$ cat src/include/lpm_pkg.sv
// Purpose: shared types and constants for the low power mode controller
// Assumes: one clock, no software-reachable registers; mode select is a plain input
// Notes: gate outputs are run enables, high means the unit keeps running
// Functional notes
// - mode select is latched first; only the standby instruction enters a low power mode
// - reset returns the device straight to run; any enabled interrupt wakes it into interrupt processing
// - independent watchdog and its oscillator keep running in sleep and standby
// - voltage detector and power-on reset circuit keep running in both modes
// - port output disable runs in sleep, halts with state kept in standby
// - both eight-bit timer units count in sleep, halt with counts kept in standby
package lpm_pkg;

  typedef enum logic [1:0] {
    LPM_RUN     = 2'b00,
    LPM_SLEEP   = 2'b01,
    LPM_STANDBY = 2'b10,
    LPM_WAKE    = 2'b11
  } lpm_state_t;

  // run enables toward clock sources and clock gates
  typedef struct packed {
    logic cpu;
    logic watchdog;
    logic main_osc;
    logic hs_osc;
    logic ls_osc;
    logic pll;
    logic independent_watchdog_osc;
    logic independent_watchdog;
    logic voltage_detector;
    logic por;
    logic ram;
    logic flash;
    logic data_transfer_unit;
    logic port_output_disable;
    logic [1:0] eight_bit_timer;
    logic peripherals;
  } lpm_run_t;

  localparam logic MODE_SLEEP = 1'b0;
  localparam logic MODE_STANDBY = 1'b1;
  localparam logic MODE_RESET = MODE_SLEEP;

endpackage

$ cat src/rtl/lpm_ctrl.sv
// Purpose: low power mode controller, sequences sleep and software standby
// Assumes: cpu and interrupt inputs are synchronous to sys_clk
// Notes: wake_ack pulses one cycle when the cpu must take the waking interrupt
`timescale 1ns/1ps
module lpm_ctrl (
  // clock and reset
  input wire logic sys_clk,
  input wire logic reset_n,
  // cpu side
  input wire logic mode_wr,
  input wire logic mode_sel,
  input wire logic standby_instr,
  input wire logic irq_pending,
  // status
  output logic mode_q,
  output logic in_low_power,
  output logic wake_ack,
  output lpm_pkg::lpm_state_t state,
  // run enables
  output lpm_pkg::lpm_run_t run_en
);

  lpm_pkg::lpm_state_t state_q;
  lpm_pkg::lpm_state_t state_d;
  // run enables, one register per concern, all loaded from the next state
  logic core_run_q;
  logic watchdog_run_q;
  logic main_osc_run_q;
  logic onchip_osc_run_q;
  logic pll_run_q;
  logic ram_run_q;
  logic flash_run_q;
  logic transfer_run_q;
  logic port_disable_run_q;
  logic [1:0] timer_run_q;
  logic peripherals_run_q;
  logic low_power_q;
  logic halt_next;
  logic standby_next;

  // the cpu is halted in sleep and in standby
  function automatic logic is_low_power(input lpm_pkg::lpm_state_t s);
    return (s == lpm_pkg::LPM_SLEEP) || (s == lpm_pkg::LPM_STANDBY);
  endfunction

  // state entered by the standby instruction for a latched mode
  function automatic lpm_pkg::lpm_state_t entry_target(input logic mode);
    return (mode == lpm_pkg::MODE_STANDBY) ? lpm_pkg::LPM_STANDBY : lpm_pkg::LPM_SLEEP;
  endfunction

  // mode select latch, written before the instruction
  always_ff @(posedge sys_clk or negedge reset_n) begin
    if (!reset_n) begin
      mode_q <= lpm_pkg::MODE_RESET;
    end else if (mode_wr) begin
      mode_q <= mode_sel;
    end
  end

  always_comb begin
    state_d = state_q;
    case (state_q)
      lpm_pkg::LPM_RUN: begin
        if (standby_instr) begin
          state_d = entry_target(mode_q);
        end
      end
      lpm_pkg::LPM_SLEEP, lpm_pkg::LPM_STANDBY: begin
        if (irq_pending) begin
          state_d = lpm_pkg::LPM_WAKE;
        end
      end
      lpm_pkg::LPM_WAKE: state_d = lpm_pkg::LPM_RUN;
      default: state_d = lpm_pkg::LPM_RUN;
    endcase
  end

  always_ff @(posedge sys_clk or negedge reset_n) begin
    if (!reset_n) begin
      state_q <= lpm_pkg::LPM_RUN;
    end else begin
      state_q <= state_d;
    end
  end

  // next-state decodes, registered below so every gate switches with the state
  assign halt_next = is_low_power(state_d);
  assign standby_next = (state_d == lpm_pkg::LPM_STANDBY);

  // cpu stops in both low power modes and comes back through the wake state
  always_ff @(posedge sys_clk or negedge reset_n) begin
    if (!reset_n) begin
      core_run_q <= 1'b1;
    end else begin
      core_run_q <= !halt_next;
    end
  end

  always_ff @(posedge sys_clk or negedge reset_n) begin
    if (!reset_n) begin
      watchdog_run_q <= 1'b1;
    end else begin
      watchdog_run_q <= !halt_next;
    end
  end

  // oscillators and pll stop only in standby
  always_ff @(posedge sys_clk or negedge reset_n) begin
    if (!reset_n) begin
      main_osc_run_q <= 1'b1;
    end else begin
      main_osc_run_q <= !standby_next;
    end
  end

  always_ff @(posedge sys_clk or negedge reset_n) begin
    if (!reset_n) begin
      onchip_osc_run_q <= 1'b1;
    end else begin
      onchip_osc_run_q <= !standby_next;
    end
  end

  always_ff @(posedge sys_clk or negedge reset_n) begin
    if (!reset_n) begin
      pll_run_q <= 1'b1;
    end else begin
      pll_run_q <= !standby_next;
    end
  end

  // memories keep their contents while halted
  always_ff @(posedge sys_clk or negedge reset_n) begin
    if (!reset_n) begin
      ram_run_q <= 1'b1;
    end else begin
      ram_run_q <= !standby_next;
    end
  end

  always_ff @(posedge sys_clk or negedge reset_n) begin
    if (!reset_n) begin
      flash_run_q <= 1'b1;
    end else begin
      flash_run_q <= !standby_next;
    end
  end

  always_ff @(posedge sys_clk or negedge reset_n) begin
    if (!reset_n) begin
      transfer_run_q <= 1'b1;
    end else begin
      transfer_run_q <= !standby_next;
    end
  end

  // output disable logic and timers keep their state, only their clock stops
  always_ff @(posedge sys_clk or negedge reset_n) begin
    if (!reset_n) begin
      port_disable_run_q <= 1'b1;
    end else begin
      port_disable_run_q <= !standby_next;
    end
  end

  always_ff @(posedge sys_clk or negedge reset_n) begin
    if (!reset_n) begin
      timer_run_q <= 2'b11;
    end else begin
      timer_run_q <= {2{!standby_next}};
    end
  end

  always_ff @(posedge sys_clk or negedge reset_n) begin
    if (!reset_n) begin
      peripherals_run_q <= 1'b1;
    end else begin
      peripherals_run_q <= !standby_next;
    end
  end

  // status flag loaded alongside the state register
  always_ff @(posedge sys_clk or negedge reset_n) begin
    if (!reset_n) begin
      low_power_q <= 1'b0;
    end else begin
      low_power_q <= halt_next;
    end
  end

  // run enables toward clock sources and gates; supervisors never stop
  always_comb begin
    run_en.cpu = core_run_q;
    run_en.watchdog = watchdog_run_q;
    run_en.main_osc = main_osc_run_q;
    run_en.hs_osc = onchip_osc_run_q;
    run_en.ls_osc = onchip_osc_run_q;
    run_en.pll = pll_run_q;
    run_en.independent_watchdog_osc = 1'b1;
    run_en.independent_watchdog = 1'b1;
    run_en.voltage_detector = 1'b1;
    run_en.por = 1'b1;
    run_en.ram = ram_run_q;
    run_en.flash = flash_run_q;
    run_en.data_transfer_unit = transfer_run_q;
    run_en.port_output_disable = port_disable_run_q;
    run_en.eight_bit_timer = timer_run_q;
    run_en.peripherals = peripherals_run_q;
  end

  assign state = state_q;
  assign in_low_power = low_power_q;
  assign wake_ack = (state_q == lpm_pkg::LPM_WAKE);

endmodule // lpm_ctrl

$ cat config.mk
export PLATFORM = sky130hd
export DESIGN_NAME = lpm_ctrl
export DESIGN_NICKNAME = d
export VERILOG_FILES = /design/src/include/lpm_pkg.sv /design/src/rtl/lpm_ctrl.sv
export SDC_FILE = /design/constraint.sdc
export NUM_CORES = 1
export LEC_CHECK = 0
export BUFFER_PORTS_ARGS = -buffer_cell sky130_fd_sc_hd__buf_2
export CAP_MARGIN = 15
export CELL_PAD_IN_SITES_DETAIL_PLACEMENT = 1
export CELL_PAD_IN_SITES_GLOBAL_PLACEMENT = 1
export CORE_MARGIN = 1
export CORE_UTILIZATION = 24
export CTS_CLUSTER_SIZE = 30
export DETAILED_ROUTE_END_ITERATION = 12
export PLACE_DENSITY = 0.75
export SLEW_MARGIN = 25
export SYNTH_ARGS = -nofsm -noshare
export SYNTH_HDL_FRONTEND = slang
export SYNTH_SLANG_ARGS = --single-unit
$ cat constraint.sdc
create_clock -name sys_clk -period 1.3 [get_ports sys_clk]
set_input_delay 0.39 -clock sys_clk [delete_from_list [all_inputs] [get_ports sys_clk]]
set_output_delay 0.39 -clock sys_clk [all_outputs]
set_load 0.02 [all_outputs]
==> results of run 1 <==
-- cells in the mapped netlist --
library cell	n	area, sq um
conb_1	1	3.750
o21a_1	1	7.510
dfrtp_1	4	100.1
nor2b_1	2	12.51
o21ai_1	1	5.000
buf_4	17	127.6
dfstp_2	2	52.55
ha_1	3	37.54
o21ai_0	5	25.02
nand2_1	1	3.750
mux2_1	2	22.52
inv_1	4	15.01
-- power by group --
group / leakage (uW) / switching [uW] / internal (uW)
combinational: 0.000243 / 651 / 669
clock: 0.0000138 / 59.3 / 104
sequential: 0.0000676 / 63.0 / 297
total: 0.000325 / 773 / 1070
-- how the worst max path moves through the flow --
stage | cells past startpoint | to | start
after floorplan | 6 | in_low_power$_DFF_PN0_ | state[0]$_DFF_PN0_
after global placement | 6 | in_low_power$_DFF_PN0_ | standby_instr
after detailed placement | 6 | in_low_power$_DFF_PN0_ | standby_instr
after CTS | 3 | wake_ack | flop
after global routing | 3 | wake_ack | flop
final | 3 | wake_ack | flop
-- through the flow --
stage,hold slack (ps),utilization,power (uW)
floorplan,94.41,-,1153
global placement,214.7,0.2986,1226
detailed placement,219.3,0.2986,1252
CTS,365.8,0.4045,1746
global route,371.9,0.4278,1961
finish,368.5,0.4278,1843
-- metal layers --
layer  wire length (um)  global-route usage  share of wire  vias to the layer above
li1                   -                   -              -                      156
met1                320              0.1010           0.36                      157
met2                510              0.1970           0.57                       12
met3                 48             0.04167          0.054                        2
met4                 15             0.07500          0.017                        0
met5                  0                   0              0                        -
-- kinds of logic (layout without fill, tap and decap cells) --
| kind of cell | after synthesis | count (layout) |
|---|---|---|
| buf+inv | 21 | 38 |
| compound gates | 7 | 7 |
| flops | 6 | 6 |
| fa+ha+maj | 3 | 3 |
| simple gates | 3 | 3 |
| mux | 2 | 2 |
| other cells | 1 | 4 |
-- cell type report --
cell class                      count  area [sq um]
Inverter                            4         17.52
Clock buffer                        3         22.52
Multi-Input combinational cell     19         161.4
Timing Repair Buffer               31         290.3
Tap cell                           16         20.02
Sequential cell                     6         155.1
Fill cell                         167         892.1
-- repair_timing --
action | CTS | global route
hold endpoints to repair | 4 | 0
pin swaps | 0 | 1
resized for setup | 33 | 9
hold buffers | 1 | 0
setup endpoints to repair | 18 | 19
buffers inserted | 4 | 1
==> run metrics, run 1 <==
status finished with violations; failing checks design-rule violations, negative setup slack; CP max FO 3; sequential area share after synthesis 0.3697; layout cells sized above 1 0.6825; Sink Count 6; Slowest-stage cell, CP dfrtp_2; vias in the first global route 328; Starting DRT DRC Count 5; CTS tree done; DIE WIDTH 43.48 um; final max-slew violation count 0; TritonCTS Buffers 3; mux cell area share after synthesis 0.05455; Hold Path Sink mode_q$_DFFE_PN0P_; Synth Warn # 0; Post-DP Area 465.4 sq um; first-pass GRT wire length 1.428 mm; Final Cell Area 666.9 sq um; Site Rows 14; Nets 74; pre-CTS setup slack -165.2 ps; grt ovf 0; hpwl dp 629.5 um; CP startpoint kind flop; max cap viols 0; Final Cycle Share 1.109; CP most frequent cell buf_6; Crit. End Element output port; Pwr per Cell Area 2763 nW/um^2; Total Routed Length 895 um; Starting Density 0.2648; Synth-to-Final Area Change 61.52%; R2R setup slack -110 ps; non-filler cells in the finished layout 79; via count 327; Worst-Skew Late Latency 240 ps; dpl cells 70; most frequent cells in the layout buf_6, buf_2, conb_1; Compound-Gate Fraction of Synth Area 0.09091; largest family of logic cells by synthesized area buffers and inverters; gr usage total 0.1095; syn avg cell area 9.602 sq um; reg-to-reg endpoint in_low_power$_DFF_PN0_; vias per inst 4.139; largest net degree at the start of global routing 7; clock tree buffer depth 2; Cells after Synth 43; fin crit period 1442 ps; clock slew at reported path FFs 40 ps; crit path DAT 1050 ps; Yosys cell types 12; crit path buf inv count 2; Max rail drop VDD 0.001267 V; Syn Std Cell Area 412.9 sq um; Crit path max-delay family flip-flops; antenna cells 0; RSZ-0062 raised after global routing yes; Worst Reg-to-Reg Cells 7; slowest stage delay, CP 420 ps; Min-Delay Path Class in2reg; setup TNS -1650 ps; core area 1559 sq um; Remaining DRCs 5; Synth Area in XOR/XNOR 0; drt first pass iters 7; Setup CP Type reg2out; Setup Viol. Count Final 15; H-tree levels 1; Hold Fails Final Rpt 0; Final Wtd Congestion 0.7279; Die Area 1890 sq um; DIE HEIGHT 43.48 um; Post-Synth Simple-Gate Area 0.03939; most common cell after layout, fill and taps aside buf_6; fmax 693.3 MHz; number of port buffers 23; top-level I/O count 28; WL/cell 11.33 um; Detail Route Antenna Nets 0; hold path cells 2; Required @ worst endpoint 910 ps; clock root buffer clkbuf_4; Leakage Power 0.0003245 uW; PnR worst setup slack -142.3 ps; Yosys reg bits 6; hold wc startpoint mode_sel; initial antenna violation count 0; R2R Path Start state[0]$_DFF_PN0_; worst path cell trace buf_6 -> ha_4 -> buf_6; post-synthesis adder-cell area fraction 0.09091; Setup Skew 4.262 ps
Power figures use the tool's default switching activity.
==> inputs of run 2 (changes only) <==
--- a/config.mk
+++ b/config.mk
@@ -5,6 +5,7 @@
 export SDC_FILE = /design/constraint.sdc
 export NUM_CORES = 1
 export LEC_CHECK = 0
+export ABC_AREA = 1
 export BUFFER_PORTS_ARGS = -buffer_cell sky130_fd_sc_hd__buf_2
 export CAP_MARGIN = 15
 export CELL_PAD_IN_SITES_DETAIL_PLACEMENT = 1
==> run metrics, run 2 <==
Reg area 155.1 sq um; Worst Reg-to-Reg Cells 9; CTS tree done; layout cells sized above 1 0.7105; Starting Density 0.2692; final max-slew violation count 0; clock root buffer clkbuf_4; TritonCTS Buffers 3; DIE WIDTH 44.29 um; Worst-Skew Late Latency 240 ps; grt ovf 0; Setup Viol. Count Final 16; Die Area 1961 sq um; Max rail drop VDD 0.001169 V; Yosys reg bits 6; most used flip-flop cell after synthesis dfrtp_1; Synth Area in XOR/XNOR 0; Crit. End Element output port; vias per inst 3.780; post-synthesis adder-cell area fraction 0.08746; slowest stage delay, CP 410 ps; area of the multi-input gates 182.7 sq um; Synth Warn # 0; RSZ-0062 raised after global routing yes; hold wc startpoint mode_wr; Site Rows 14; fmax 696.2 MHz; Crit path max-delay family flip-flops; Total Routed Length 999 um; drt first pass iters 1; top-level I/O count 28; Compound-Gate Fraction of Synth Area 0.04373; largest family of logic cells by synthesized area buffers and inverters; Detail Route Antenna Nets 0; Starting DRT DRC Count 0; fin crit period 1436 ps; number of port buffers 23; Leakage Power 0.0003851 uW; Sink Count 6; top cells by count, synth buf_4, inv_1, nand2_1; Final Cycle Share 1.105; leading area contributor after synthesis buf_4; most frequent cell after synthesis buf_4; status finished with violations; Setup Skew 3.175 ps; PnR worst setup slack -136.5 ps; H-tree levels 1; gr usage total 0.1094; CP startpoint kind flop; Slowest-stage cell, CP dfrtp_2; Synth-to-Final Area Change 72.89%; antenna cells 0; failing checks negative setup slack; sequential area share after synthesis 0.3557; DIE HEIGHT 44.29 um; Remaining DRCs 0; initial antenna violation count 0; Fillers 188; Required @ worst endpoint 910 ps; first-pass GRT wire length 1.504 mm; max cap viols 0; CP max FO 3; reg-to-reg endpoint in_low_power$_DFF_PN0_; Syn Std Cell Area 429.2 sq um; crit path buf inv count 2; hpwl dp 662.9 um; Hold Fails Final Rpt 0; syn avg cell area 8.253 sq um; non-filler cells in the finished layout 100; vias in the first global route 353; Cells after Synth 52; clock tree buffer depth 2; R2R Path Start state[0]$_DFF_PN0_; Synth top area share 0.2974; Nets 87; Pwr per Cell Area 2960 nW/um^2; Setup CP Type reg2out; core area 1594 sq um; R2R setup slack -120 ps; crit path DAT 1050 ps; Final Total Pwr 2196 uW; largest net degree at the start of global routing 7; hold path cells 2; CP most frequent cell buf_6; ys async rst share 1.000; Yosys cell types 14; top post-synthesis cells by area buf_4, dfrtp_1, dfstp_2, ha_1, inv_1; dpl cells 88; worst path cell trace buf_6 -> ha_4 -> buf_6; WL/cell 9.990 um; Final Wtd Congestion 0.6600; Hold Path Sink mode_q$_DFFE_PN0P_; Min-Delay Path Class in2reg; most common cell after layout, fill and taps aside buf_6; count of flip-flops with a built-in enable after synthesis 0; most frequent cells in the layout buf_6, buf_4, nand2_1; via count 378; mux cell area share after synthesis 0; clock slew at reported path FFs 40 ps; Post-Synth Simple-Gate Area 0.1283
run 2: cell count changes after synthesis, moves of 2 or more:
cell,before,now
mux2_1,2,0
o21ai_0,5,1
inv_1,4,9
nand2_1,1,9
nor2b_1,2,0
run 2: where the power goes:
| part | internal, uW | switching (uW) | leakage [uW] | total (uW) |
|---|---|---|---|---|
| clock | 104 | 61.4 | 0.0000138 | 165 |
| combinational | 845 | 828 | 0.000304 | 1670 |
| sequential | 301 | 56.6 | 0.0000678 | 358 |
| total | 1250 | 946 | 0.000385 | 2200 |
run 2: worst register-to-register path, delay by kind of cell (launching register included):
family	cells	cell delay, ps
flops	1	410
simple gates	2	150
buf+inv	4	250
fa+ha+maj	2	460
compound gates	1	50
run 2: kinds of logic after synthesis:
| group | Yosys count |
|---|---|
| adder cells (fa/ha/maj) | 3 |
| AO/OA/AOI/OAI | 3 |
| other | 1 |
| AND/OR/NAND/NOR | 13 |
| buffers and inverters | 26 |
| flip-flops | 6 |
run 2: per-layer routing:
metal / global-route usage / vias up / wire length [um]
li1: - / 180 / -
met1: 0.1015 / 178 / 317
met2: 0.2088 / 18 / 625
met3: 0.06122 / 2 / 48
met4: 0.01818 / 0 / 8
met5: 0 / - / 0
run 2: timing repair:
item / 4_1_cts / 5_1_grt
hold buffers: 1 / 0
buffers inserted: 7 / 1
gates resized for setup: 31 / 13
hold endpoints to repair: 4 / 0
pin swaps: 4 / 2
endpoints found under the setup margin: 18 / 19
run 2: per-stage QoR:
stage                     hold slack [ps]  area [sq um]  worst slack (ps)  TNS [ps]  utilization
after global routing                389.7         742.0            -174.1     -2371       0.4655
after global placement              218.4         500.5            -36.18    -36.18       0.3140
after CTS                           364.8         681.9            -146.7     -1896       0.4278
after floorplan                     94.41         460.4            -74.14    -98.60            -
final                               372.2         742.0            -136.5     -1642       0.4655
after detailed placement            220.2         500.5            -52.97    -52.97       0.3140
run 2: worst max path at each step:
stage	startpoint	end	slack (ps)	cells after the start
floorplan	flop	in_low_power$_DFF_PN0_	-70	8
global placement	flop	in_low_power$_DFF_PN0_	-40	8
detailed placement	flop	in_low_power$_DFF_PN0_	-50	8
CTS	state[0]$_DFF_PN0_	wake_ack	-150	3
global route	state[0]$_DFF_PN0_	in_low_power$_DFF_PN0_	-170	9
finish	flop	wake_ack	-140	3
run 2: final cells by class:
type                            instances  share of cell area
Clock buffer                            3             0.03035
Sequential cell                         6              0.2091
Inverter                                9             0.04890
Timing Repair Buffer                   35              0.4250
Tap cell                               24             0.04047
Multi-Input combinational cell         23              0.2462
==> inputs of run 3 (changes only) <==
--- a/config.mk
+++ b/config.mk
@@ -11,10 +11,11 @@
 export CELL_PAD_IN_SITES_DETAIL_PLACEMENT = 1
 export CELL_PAD_IN_SITES_GLOBAL_PLACEMENT = 1
 export CORE_MARGIN = 1
-export CORE_UTILIZATION = 24
+export CORE_UTILIZATION = 25
+export CTS_BUF_LIST = sky130_fd_sc_hd__clkbuf_8
 export CTS_CLUSTER_SIZE = 30
 export DETAILED_ROUTE_END_ITERATION = 12
-export PLACE_DENSITY = 0.75
+export PLACE_DENSITY = 0.78
 export SLEW_MARGIN = 25
 export SYNTH_ARGS = -nofsm -noshare
 export SYNTH_HDL_FRONTEND = slang
==> run metrics, run 3 (synthesis gave the netlist of run 2 again) <==
status finished with violations; failing checks design-rule violations, negative setup slack; clock root buffer clkbuf_8; Starting DRT DRC Count 6; Die Area 1886 sq um; DIE WIDTH 43.43 um; vias in the first global route 387; layout cells sized above 1 0.7123; Pwr per Cell Area 3119 nW/um^2; hpwl dp 720.4 um; Required @ worst endpoint 910 ps; gr usage total 0.1224; Max rail drop VDD 0.001280 V; crit path DAT 1040 ps; antenna cells 0; drt first pass iters 7; CP max FO 3; top-level I/O count 28; Detail Route Antenna Nets 0; CTS tree done; vias per inst 4.090; CP startpoint kind flop; clock tree buffer depth 2; clock slew at reported path FFs 40 ps; Remaining DRCs 6; max cap viols 0; core area 1559 sq um; Setup Viol. Count Final 14; Synth-to-Final Area Change 72.30%; TritonCTS Buffers 3; grt ovf 0; Site Rows 14; Leakage Power 0.0003824 uW; Sink Count 6; Worst-Skew Late Latency 220 ps; PnR worst setup slack -127.7 ps; H-tree levels 1; Final Wtd Congestion 0.6858; Total Routed Length 1.116 mm; WL/cell 12.54 um; largest net degree at the start of global routing 7; fin crit period 1428 ps; Setup CP Type reg2out; setup TNS -1440 ps; most common cell after layout, fill and taps aside buf_6; Starting Density 0.2753; Final Cycle Share 1.098; final max-slew violation count 0; RSZ-0062 raised after global routing yes; fmax 700.4 MHz; Hold Fails Final Rpt 0; Min-Delay Path Class in2reg; pre-CTS setup slack -56.44 ps; Setup Skew 2.835 ps; initial antenna violation count 0; first-pass GRT wire length 1.628 mm; number of port buffers 23; most frequent cells in the layout buf_6, nand2_1, buf_2; via count 364; DIE HEIGHT 43.43 um; Crit. End Element output port; Nets 84
run 3: power breakdown:
group          leakage, uW  switching, uW  internal, uW
sequential       0.0000678           57.3           301
combinational     0.000293            851           819
clock            0.0000216           79.1           199
total             0.000382            988          1320
run 3: worst paths after layout:
check / from / end / slack (ps) / cells after the start
setup reg to reg: state[0]$_DFF_PN0_ / in_low_power$_DFF_PN0_ / -120 / 9
hold / removal: mode_wr / mode_q$_DFFE_PN0P_ / 380 / 2
min in group asynchronous: reset_n / state[0]$_DFF_PN0_ / 520 / 2
setup / recovery: flop / wake_ack / -130 / 3
max in group asynchronous: reset_n / watchdog_run_q$_DFF_PN1_ / 560 / 2
hold reg to reg: mode_q$_DFFE_PN0P_ / mode_q$_DFFE_PN0P_ / 570 / 2
run 3: timing repair:
action | in CTS | in global routing
endpoints found under the hold margin | 4 | 0
hold buffers | 1 | 0
resized for setup | 33 | 15
buffers inserted | 5 | 0
gates cloned | 0 | 0
pin swaps | 4 | 3
setup endpoints to repair | 15 | 18
run 3: metrics by stage:
| stage | area, sq um | instances | total power, uW | utilization | hold slack, ps |
|---|---|---|---|---|---|
| 6_report | 739.5 | 89 | 2307 | 0.4743 | 382.7 |
| 5_1_grt | 739.5 | 89 | 2447 | 0.4743 | 408.0 |
| 4_1_cts | 684.4 | 89 | 2070 | 0.4390 | 385.9 |
| 3_5_place_dp | 490.5 | 80 | 1411 | 0.3146 | 218.9 |
| 3_3_place_gp | 490.5 | 80 | 1362 | 0.3146 | 217.9 |
| 2_1_floorplan | 460.4 | 55 | 1269 | - | 94.41 |
run 3: layout make-up:
class	instances	area [sq um]
fill	182	819.5
timing repair buffer	32	296.5
multi-input combinational	23	187.7
sequential	6	155.1
clock buffer	3	41.29
inverter	9	38.79
tap	16	20.02
run 3: worst max-delay path, stage by stage, from the launching register on:
cell and delay, ps:
dfrtp_2 410, buf_6 140, ha_4 150, buf_6 120
run 3: per-layer routing:
metal / GRT usage / part of all wire / wire length [um]
met5: 0 / 0 / 0
met4: 0.03750 / 0.013 / 14
met3: 0.05417 / 0.065 / 72
met2: 0.2273 / 0.58 / 647
met1: 0.1214 / 0.34 / 382
